[src/inc/pulse_switch_defines.svh]
`ifndef PULSE_SWITCH_DEFINES_SVH
`define PULSE_SWITCH_DEFINES_SVH

// ----------------------------------------
// Timing
// ----------------------------------------
`define CLK_PERIOD_NS 4
`define TIME_W 32
`define TICK_DIV_DEFAULT 32'h0000_0004
`define MIN_SETTING_TICKS 32'h0000_0002

`endif

[src/inc/pulse_switch_pkg.sv]
package pulse_switch_pkg;

    // Switch states, one-hot
    typedef enum logic [2:0] {
        ST_OFF = 3'b001,
        ST_DELAY = 3'b010,
        ST_CONT = 3'b100
    } sw_state_t;

    // Configured times in ticks
    typedef struct packed {
        logic [31:0] off_delay;
        logic [31:0] hold_time;
    } sw_cfg_t;

    // Whole block state
    typedef struct packed {
        sw_state_t state;
        logic trg_prev;
        logic held;
        logic [31:0] elapsed;
        logic [31:0] div;
        logic out;
        logic cont;
    } sw_regs_t;

endpackage

[src/pulse_switch.sv]
`timescale 1ns/100ps
`include "pulse_switch_defines.svh"

// Notes on behaviour
// - A trigger rising edge while the output is off turns the output on and restarts elapsed time from zero.
// - When elapsed time equals the off-delay and continuous mode is off, the output drops.
// - Reset (power loss) clears the elapsed time so no timing carries over.
// - A trigger held for at least the hold time enters continuous mode, output stays on.
// - A new rising edge while the output is on clears timing and switches the output off.
module multifunction_pulse_switch
    import pulse_switch_pkg::*;
#(
    parameter logic [31:0] TICK_DIV = `TICK_DIV_DEFAULT
) (
    // Clock and reset
    input wire logic clk_i,
    input wire logic rst_b_i,
    // Trigger and configuration
    input wire logic trg_i,
    input wire sw_cfg_t cfg_i,
    // Results
    output logic out_o,
    output logic cont_o
);

    // ----------------------------------------
    // State
    // ----------------------------------------
    sw_regs_t r_q;
    sw_regs_t r_d;
    logic cycle_tick;
    logic rise;

    // ----------------------------------------
    // Program cycle and edge detection
    // ----------------------------------------
    // Program cycle strobe; the trigger is only looked at on it
    // A slow tick keeps the time counts short, but a pulse between two ticks is lost
    assign cycle_tick = (r_q.div == TICK_DIV - 32'h0000_0001);
    assign rise = trg_i & ~r_q.trg_prev;

    // ----------------------------------------
    // Switch state machine
    // ----------------------------------------
    // Next-state logic
    // The hold test comes before the timeout, so a long press beats the off-delay
    always_comb begin
        r_d = r_q;
        if (cycle_tick) begin
            r_d.div = 32'h0000_0000;
        end else begin
            r_d.div = r_q.div + 32'h0000_0001;
        end
        if (cycle_tick) begin
            r_d.trg_prev = trg_i;
            // Held flag drops at the first tick that sees the trigger released
            r_d.held = r_q.held & trg_i;
            case (r_q.state)
                ST_OFF: begin
                    if (rise) begin
                        r_d.state = ST_DELAY;
                        r_d.out = 1'b1;
                        r_d.elapsed = 32'h0000_0000;
                        r_d.held = 1'b1;
                    end
                end
                ST_DELAY: begin
                    r_d.elapsed = r_q.elapsed + 32'h0000_0001;
                    if (rise) begin
                        // Second press wins over any timeout in the same cycle
                        r_d.state = ST_OFF;
                        r_d.out = 1'b0;
                        r_d.elapsed = 32'h0000_0000;
                    end else if (r_q.held && trg_i && r_d.elapsed >= cfg_i.hold_time) begin
                        r_d.state = ST_CONT;
                        r_d.cont = 1'b1;
                    end else if (r_d.elapsed == cfg_i.off_delay) begin
                        r_d.state = ST_OFF;
                        r_d.out = 1'b0;
                    end
                end
                ST_CONT: begin
                    if (rise) begin
                        r_d.state = ST_OFF;
                        r_d.out = 1'b0;
                        r_d.cont = 1'b0;
                        r_d.elapsed = 32'h0000_0000;
                    end
                end
                default: begin
                    r_d.state = ST_OFF;
                    r_d.out = 1'b0;
                    r_d.cont = 1'b0;
                end
            endcase
        end
    end

    // ----------------------------------------
    // Registers and outputs
    // ----------------------------------------
    // Reset models power loss: everything including elapsed time clears
    always_ff @(posedge clk_i or negedge rst_b_i) begin
        if (!rst_b_i) begin
            r_q <= '{state: ST_OFF, default: '0};
        end else begin
            r_q <= r_d;
        end
    end

    // Outputs come straight from the state register
    assign out_o = r_q.out;
    assign cont_o = r_q.cont;

    // ----------------------------------------
    // Assertions
    // ----------------------------------------
    property p_rise_on;
        @(posedge clk_i) disable iff (!rst_b_i)
        (cycle_tick && rise && r_q.state == ST_OFF) |=> (out_o && r_q.elapsed == 32'h0000_0000);
    endproperty
    a_rise_on: assert property (p_rise_on) else $error("rise did not start");

    property p_timeout;
        @(posedge clk_i) disable iff (!rst_b_i)
        (cycle_tick && r_q.state == ST_DELAY && !rise && !(r_q.held && trg_i)
         && r_q.elapsed + 32'h0000_0001 == cfg_i.off_delay) |=> !out_o;
    endproperty
    a_timeout: assert property (p_timeout) else $error("no timeout");

    property p_reset_clear;
        @(posedge clk_i) !rst_b_i |-> (r_q.elapsed == 32'h0000_0000 && !out_o);
    endproperty
    a_reset_clear: assert property (p_reset_clear) else $error("reset left time");

    property p_cont_stays;
        @(posedge clk_i) disable iff (!rst_b_i)
        (cont_o && !(cycle_tick && rise)) |=> (cont_o && out_o);
    endproperty
    a_cont_stays: assert property (p_cont_stays) else $error("continuous dropped");

    property p_press_off;
        @(posedge clk_i) disable iff (!rst_b_i)
        (cycle_tick && rise && out_o) |=> (!out_o && !cont_o);
    endproperty
    a_press_off: assert property (p_press_off) else $error("press did not switch off");

    property p_sample_only_tick;
        @(posedge clk_i) disable iff (!rst_b_i)
        !cycle_tick |=> $stable(r_q.trg_prev) && $stable(out_o);
    endproperty
    a_sample_only_tick: assert property (p_sample_only_tick)
        else $error("off-tick change");

    // Elapsed time moves only on a program-cycle tick
    property p_elapsed_still;
        @(posedge clk_i) disable iff (!rst_b_i)
        !cycle_tick |=> $stable(r_q.elapsed);
    endproperty
    a_elapsed_still: assert property (p_elapsed_still)
        else $error("elapsed moved off tick");

    // The divider wraps at its end value, so ticks stay evenly spaced
    property p_div_range;
        @(posedge clk_i) disable iff (!rst_b_i)
        r_q.div <= TICK_DIV - 32'h0000_0001;
    endproperty
    a_div_range: assert property (p_div_range)
        else $error("divider out of range");

    // Every tick in delay mode without a new press adds one to elapsed time
    property p_delay_count;
        @(posedge clk_i) disable iff (!rst_b_i)
        (cycle_tick && r_q.state == ST_DELAY && !rise)
        |=> (r_q.elapsed == $past(r_q.elapsed) + 32'h0000_0001);
    endproperty
    a_delay_count: assert property (p_delay_count)
        else $error("elapsed did not count");

    // A press held past the hold time enters continuous mode before any timeout
    property p_cont_enter;
        @(posedge clk_i) disable iff (!rst_b_i)
        (cycle_tick && r_q.state == ST_DELAY && !rise && r_q.held && trg_i
         && r_q.elapsed + 32'h0000_0001 >= cfg_i.hold_time) |=> (cont_o && out_o);
    endproperty
    a_cont_enter: assert property (p_cont_enter)
        else $error("continuous not entered");

    // Continuous mode never shows with the output off
    property p_cont_needs_out;
        @(posedge clk_i) disable iff (!rst_b_i)
        cont_o |-> out_o;
    endproperty
    a_cont_needs_out: assert property (p_cont_needs_out)
        else $error("continuous without output");

    // Output is on in delay and continuous mode only
    property p_out_state;
        @(posedge clk_i) disable iff (!rst_b_i)
        out_o == (r_q.state != ST_OFF);
    endproperty
    a_out_state: assert property (p_out_state)
        else $error("output and state disagree");

    // With no rise the off state stays off; a stray wake-up would switch a load on
    property p_off_stays;
        @(posedge clk_i) disable iff (!rst_b_i)
        (r_q.state == ST_OFF && !(cycle_tick && rise)) |=> !out_o;
    endproperty
    a_off_stays: assert property (p_off_stays)
        else $error("output on without a press");

    // A press in delay mode clears the timing and returns to the off state
    property p_delay_press_clear;
        @(posedge clk_i) disable iff (!rst_b_i)
        (cycle_tick && rise && r_q.state == ST_DELAY)
        |=> (r_q.elapsed == 32'h0000_0000 && r_q.state == ST_OFF);
    endproperty
    a_delay_press_clear: assert property (p_delay_press_clear)
        else $error("delay press left timing");

    // A press in continuous mode leaves no elapsed time behind for the next press
    property p_cont_press_clear;
        @(posedge clk_i) disable iff (!rst_b_i)
        (cycle_tick && rise && r_q.state == ST_CONT)
        |=> (r_q.elapsed == 32'h0000_0000 && r_q.state == ST_OFF);
    endproperty
    a_cont_press_clear: assert property (p_cont_press_clear)
        else $error("continuous press left timing");

    // Power loss also clears the divider, so the first tick is a full cycle away
    property p_reset_div;
        @(posedge clk_i) !rst_b_i |-> (r_q.div == 32'h0000_0000 && !cont_o);
    endproperty
    a_reset_div: assert property (p_reset_div)
        else $error("reset left divider or mode");

    // The state register holds exactly one state code
    property p_state_onehot;
        @(posedge clk_i) disable iff (!rst_b_i)
        $onehot(r_q.state);
    endproperty
    a_state_onehot: assert property (p_state_onehot)
        else $error("state code not one-hot");

endmodule // multifunction_pulse_switch

[config.mk]
export PLATFORM = sky130hd
export DESIGN_NAME = multifunction_pulse_switch
export DESIGN_NICKNAME = d
export VERILOG_FILES = /design/src/inc/pulse_switch_pkg.sv /design/src/pulse_switch.sv
export VERILOG_INCLUDE_DIRS = /design/src /design/src/inc
export SDC_FILE = /design/constraint.sdc
export NUM_CORES = 1
export LEC_CHECK = 0
export ABC_AREA = 1
export BUFFER_PORTS_ARGS = -buffer_cell sky130_fd_sc_hd__buf_4
export CORE_ASPECT_RATIO = 0.8
export CORE_MARGIN = 4
export CORE_UTILIZATION = 45
export CTS_BUF_LIST = sky130_fd_sc_hd__clkbuf_4 sky130_fd_sc_hd__clkbuf_8 sky130_fd_sc_hd__clkbuf_16
export DETAILED_ROUTE_END_ITERATION = 10
export PLACE_DENSITY_LB_ADDON = 0.08
export SYNTH_ARGS = -nofsm -noshare
export SYNTH_HDL_FRONTEND = slang
export SYNTH_SLANG_ARGS = --single-unit
[constraint.sdc]
create_clock -name clk_i -period 2.7 [get_ports clk_i]
set_clock_uncertainty 0.05 [all_clocks]
set_input_delay 0.405 -clock clk_i [delete_from_list [all_inputs] [get_ports clk_i]]
set_output_delay 0.405 -clock clk_i [all_outputs]
set_load 0.02 [all_outputs]
==> out/metrics.csv, run 1 <==
metric,value,unit
Gate power share,42.8,%
net switching power figure,1.61,mW
Area contributors post-synth,"dfrtp_1 29%, nand2_1 17%, inv_1 13%",
Initial Utilization,46.1,%
clock share of power,26.6,%
"non-filler cells, final",1342,
Yosys top cell area share,29.4,%
Root Buffer,clkbuf_16,
vias per inst,4.83,
failing checks,setup timing,
grt ovf,0,
Antenna Violating Nets Remaining,0,
final period utilization,119,%
Post-Route WL,18.5,mm
worst vdd ir,0.345,mV
CTS Buffer Depth,2,
Final Hold Fails,0,
Slowest cell on crit path,dfrtp_1,
row count,37,
crit path max fanout,4,
most frequent cells in the layout,"243 x nand2_1, 226 x buf_4, 199 x inv_1",
minimum clock period,3.22,ns
max cap viols,0,
crit-path cells,"ha_4, nand2_4, nor2_4, nand2_2, nor2_4, buf_4, buf_6, nand2_4, nand2_4, nand2_4, ha_4, nand4_1, buf_4, nor4_4, nand3_1, nand3_2, nand2_2, o21ai_1, nand2_1, nand2_1, o31ai_1",
Worst EP arrival,3.37,ns
"CTS clk-pin slew, worst paths",0.06,ns
FF+latch area,1780,µm²
Worst path max stage delay,0.42,ns
initial antenna violation count,0,
footprint of the multi-input gates,3710,µm²
Worst-Skew Late Latency,0.33,ns
worst hold path class,in2async,
Inst Count DP,1301,
register area share after synthesis,29.8,%
"most common cell after layout, fill and taps aside",nand2_1,
die area,15200,µm²
cell area after synthesis,5960,µm²
"Warnings, synthesis",0,
first-pass GRT wire length,30.5,mm
area of the core,12900,µm²
dpl hpwl,14.4,mm
CP Class,reg2reg,
PortBufs,68,
RSZ-0062 raised after global routing,true,
nets@finish,1264,
GP Congestion,0.922,
largest net degree at the start of global routing,47,
Num CTS Buffers,9,
synthesized area per cell,6.46,µm²
Worst R2R Start,r_q[35]$_DFFE_PN0P_,
static leakage power,4.76,nW
Worst Setup Start Kind,flip-flop,
Vias,6488,
CP startpoint,r_q[35]$_DFFE_PN0P_,
IO Pins,69,
total power,4.48,mW
Fmax achieved,0.311,GHz
syn_nets,1024,
"Slew Viols, Final",0,
Residual DRC,0,
CTS tree,built,
Worst Slack Setup Final,-0.519,ns
crit-path most repeated cell,nand2_4,
clk sink count,71,
CP Capture Type,flip-flop,
internal power,2.87,mW
Initial DRC Count,512,
worst endpoint required time,2.85,ns
Flop pwr share,30.7,%
vias in the first global route,6201,
share of cells above drive strength 1,29.3,%
Vert. Die Dim,111,µm
status,"finished, violations left",
H-tree depth,3,
area added between synthesis and finish,44.1,%
number of library cell types mapped by synthesis,40,
CP top delay family,simple AND/OR/NAND/NOR gates,
WL/cell,13.8,µm
pre-CTS WS,-0.553,ns
crit path buf inv count,3,
final hold slack,0.0276,ns
Final setup viols,5,
drt first pass iters,7,
Slew headroom,59.7,%
PD cells,522,nW/µm²
"flops & latches, synth",71,
FILL cells,1196,
Switching Share,35.8,%
Synth area leader,dfrtp_1,
gr usage total,25.1,%
n_diodes,0,
die width,137,µm
Worst Max-Slew Pin Slew,0.605,ns
Cells after Synth,923,
state kept, by name, summed over array words and instances, names as in the netlist:
name,flops
cont_o,1
out_o,1
r_q,69
final timing paths:
path	to	slack, ns	depth (start not counted)
worst min-delay path	r_q[26]$_DFF_PN0_	0.03	1
worst min register to register	r_q[2]$_DFF_PN0_	0.41	1
max in group asynchronous	r_q[68]$_DFFE_PN1P_	1.87	2
worst max-delay path	cont_o$_DFFE_PN0P_	-0.52	21
worst max register to register	cont_o$_DFFE_PN0P_	-0.52	21
min in group clk_i	r_q[2]$_DFF_PN0_	0.41	1
metrics by stage:
step	setup TNS, ns	area, µm²	util (%)
2_1_floorplan	-0.377	5980	-
3_3_place_gp	-2.28	7760	60.1
3_5_place_dp	-2.61	7760	60.1
4_1_cts	-1.69	8450	65.4
5_1_grt	-3.18	8590	66.5
6_report	-2.39	8590	66.5
Yosys cell counts (all sizes together):
master   number
a32o          1
ha           34
nand4        17
a21oi        17
nand3b        8
dfrtp        70
nor3         15
nand3        84
nor4          6
a21boi        1
clkbuf        3
inv         204
o22ai        30
or4           1
nand2       272
a21o          1
o21bai        1
o221ai        1
o211ai        2
xor2         21
nor2        103
buf           3
o31ai         1
and2          2
xnor2         5
o2111ai       1
o21ai        17
dfstp         1
o21a          1
area by class of cell:
cell class              count  share of cell area, %
clock buffers              11                   2.80
inverters                 204                   8.92
clock inverters             4                  0.554
repair buffers            235                   21.2
flip-flops and latches     71                   20.7
multi-input cells         642                   43.2
well taps                 175                   2.55
metal layers:
metal,part of all wire (%),track usage [%]
met5,0,0
met4,1.7,6.51
met3,5.7,4.17
met2,42,36.3
met1,50,38.3
worst register-to-register path, delay by kind of cell (launching register included):
kind	cells	cell delay [ns]
DFF	1	0.42
buffers and inverters	3	0.42
AOI/OAI and AO/OA	2	0.17
adders and majority gates	2	0.47
and+or+nand+nor	14	1.57
power groups by stage:
stage               registers, mW  logic [mW]  clock network (mW)
floorplan                    1.38       0.866                   0
global placement             1.38        1.65                   0
detailed placement           1.38        1.66                   0
CTS                          1.37        1.84                1.21
global route                 1.39        2.17                1.26
finish                       1.37        1.92                1.19
kinds of logic (layout without fill, tap and decap cells):
group	Yosys count	after routing	synth area share [%]
adder cells (fa/ha/maj)	34	34	7.14
buffers and inverters	210	454	13.3
XOR/XNOR	26	26	3.82
AND/OR/NAND/NOR	508	508	38.5
AO/OA/AOI/OAI	74	74	7.41
flip-flops	71	71	29.8
what timing repair did:
item,in CTS,in global routing
resized for setup,44,29
endpoints found under the setup margin,5,5
setup buffers,22,4
hold buffers,0,0
pin swaps,29,20
(Power assumes the default switching activity.)
==> run 2, diff against run 1 <==
--- a/config.mk
+++ b/config.mk
@@ -11,7 +11,7 @@
 export CORE_ASPECT_RATIO = 0.8
 export CORE_MARGIN = 4
 export CORE_UTILIZATION = 45
-export CTS_BUF_LIST = sky130_fd_sc_hd__clkbuf_4 sky130_fd_sc_hd__clkbuf_8 sky130_fd_sc_hd__clkbuf_16
+export CTS_BUF_LIST = sky130_fd_sc_hd__clkbuf_4 sky130_fd_sc_hd__clkbuf_8
 export DETAILED_ROUTE_END_ITERATION = 10
 export PLACE_DENSITY_LB_ADDON = 0.08
 export SYNTH_ARGS = -nofsm -noshare
==> run 2 against run 1 <==
Against the previous run: the run still ends with setup timing left; die area is the same; register-to-register slack improved by 0.05 ns; combinational power hardly changed; sequential share of layout area up 0.14 points; largest cell class unchanged; largest power group unchanged.
==> out/metrics.csv, run 2 (synthesis gave the netlist of run 1 again) <==
metric,value,unit
status,"finished, violations left",
failing checks,setup timing,
gr usage total,24.8,%
worst vdd ir,0.291,mV
worst hold path class,in2async,
PortBufs,68,
share of cells above drive strength 1,29.9,%
nets@finish,1268,
Worst Slack Setup Final,-0.471,ns
Worst EP arrival,3.37,ns
clk sink count,71,
first-pass GRT wire length,30.2,mm
largest net degree at the start of global routing,47,
Final Hold Fails,0,
max cap viols,0,
FF+latch area,1780,µm²
area of the core,12900,µm²
initial antenna violation count,0,
n_diodes,0,
pre-CTS WS,-0.553,ns
minimum clock period,3.17,ns
Worst Setup Start Kind,flip-flop,
"CTS clk-pin slew, worst paths",0.08,ns
GP Congestion,0.922,
Slowest cell on crit path,dfrtp_1,
Worst path max stage delay,0.42,ns
Num CTS Buffers,9,
fin util,66.0,%
Antenna Violating Nets Remaining,0,
max reg flops,69,
vias per inst,4.83,
drt first pass iters,5,
RSZ-0062 raised after global routing,true,
Initial DRC Count,475,
crit-path most repeated cell,nand2_1,
R2R setup slack,-0.47,ns
CP Capture Type,flip-flop,
Post-Route WL,18.4,mm
CTS Buffer Depth,2,
vias in the first global route,6121,
static leakage power,4.72,nW
crit path max fanout,4,
footprint of the multi-input gates,3720,µm²
PD cells,490,nW/µm²
H-tree depth,3,
Worst-Skew Late Latency,0.36,ns
Setup Total Neg Slack,-2.20,ns
dpl hpwl,14.4,mm
row count,37,
worst endpoint required time,2.90,ns
CP Class,reg2reg,
Final setup viols,5,
most frequent cells in the layout,"240 x nand2_1, 228 x buf_4, 199 x inv_1",
die area,15200,µm²
most flop-heavy register,r_q,
WL/cell,13.7,µm
grt ovf,0,
CTS tree,built,
final period utilization,117,%
Vert. Die Dim,111,µm
IO Pins,69,
FILL cells,1199,
Vias,6503,
Root Buffer,clkbuf_8,
Initial Utilization,46.1,%
die width,137,µm
Worst Max-Slew Pin Slew,0.610,ns
Residual DRC,0,
area added between synthesis and finish,43.1,%
crit-path cells,"buf_6, nand2_1, nor2_4, nand2_4, nor2_8, buf_4, nand2_1, nand2_1, nand2_2, ha_1, a21o_1, o21bai_1, o211ai_1, a21oi_2, nand3_2, nand2_2, nand3_2, nand2_4, nand2_2, nand2_1, inv_1",
"Slew Viols, Final",0,
Slew headroom,59.3,%
"most common cell after layout, fill and taps aside",nand2_1,
Fmax achieved,0.315,GHz
## run 2: changes by cell type in the layout (fill, tap and decap cells not counted), moves of 3 or more
cell       change
nand2_1        -3
clkbuf_16      -9
clkbuf_8       +9
nand2_2        +6
nand2_4        -3
## run 2: stage by stage
step	area, µm²	std cells	hold slack [ns]	power [mW]
3_5_place_dp	7760	1301	0.404	3.04
4_1_cts	8300	1337	0.0279	4.08
3_3_place_gp	7760	1301	0.400	3.03
5_1_grt	8530	1346	0.0550	4.52
6_report	8530	1346	0.00389	4.18
2_1_floorplan	5980	923	0.0594	2.25
## run 2: final cells by class
cell class	instances	area share, %
tap	175	2.57
inverter	204	8.98
timing repair buffer	239	21.8
clock inverter	4	0.557
clock buffer	11	1.63
multi-input combinational	642	43.6
sequential	71	20.9
## run 2: worst paths after layout
| kind | from | end | depth (start not counted) |
|---|---|---|---|
| max | r_q[35]$_DFFE_PN0P_ | r_q[69]$_DFFE_PN0P_ | 21 |
| min | rst_b_i | r_q[26]$_DFF_PN0_ | 1 |
| max reg2reg | r_q[35]$_DFFE_PN0P_ | r_q[69]$_DFFE_PN0P_ | 21 |
| min reg2reg | r_q[2]$_DFF_PN0_ | r_q[2]$_DFF_PN0_ | 1 |
| max in group asynchronous | rst_b_i | r_q[68]$_DFFE_PN1P_ | 2 |
| min in group clk_i | trg_i | r_q[67]$_DFFE_PN0N_ | 4 |
## run 2: worst max-delay path, delay by kind of cell (launching register included)
kind	cells	cell delay [ns]
compound gates	4	0.76
buf+inv	3	0.29
fa+ha+maj	1	0.30
simple gates	13	1.24
flops	1	0.42
## run 2: per-layer routing
metal	up-vias	GRT usage (%)	part of all wire, %
li1	3382	-	-
met1	2897	38.3	49
met2	195	35.5	42
met3	29	4.08	6.8
met4	0	6.38	2.1
met5	-	0	0
## run 2: power breakdown
part / switching, mW / total [mW] / leakage, nW / internal, mW
combinational: 1.00 / 1.94 / 3.66 / 0.939
clock: 0.426 / 0.866 / 0.0960 / 0.440
sequential: 0.144 / 1.37 / 0.973 / 1.22
## run 2: what timing repair did
action                                  in CTS  in global routing
endpoints found under the setup margin       5                  5
hold buffers                                 0                  0
buffers inserted                            21                  9
hold endpoints to repair                     0                  0
pin swaps                                   27                 11
gates resized for setup                     38                 42
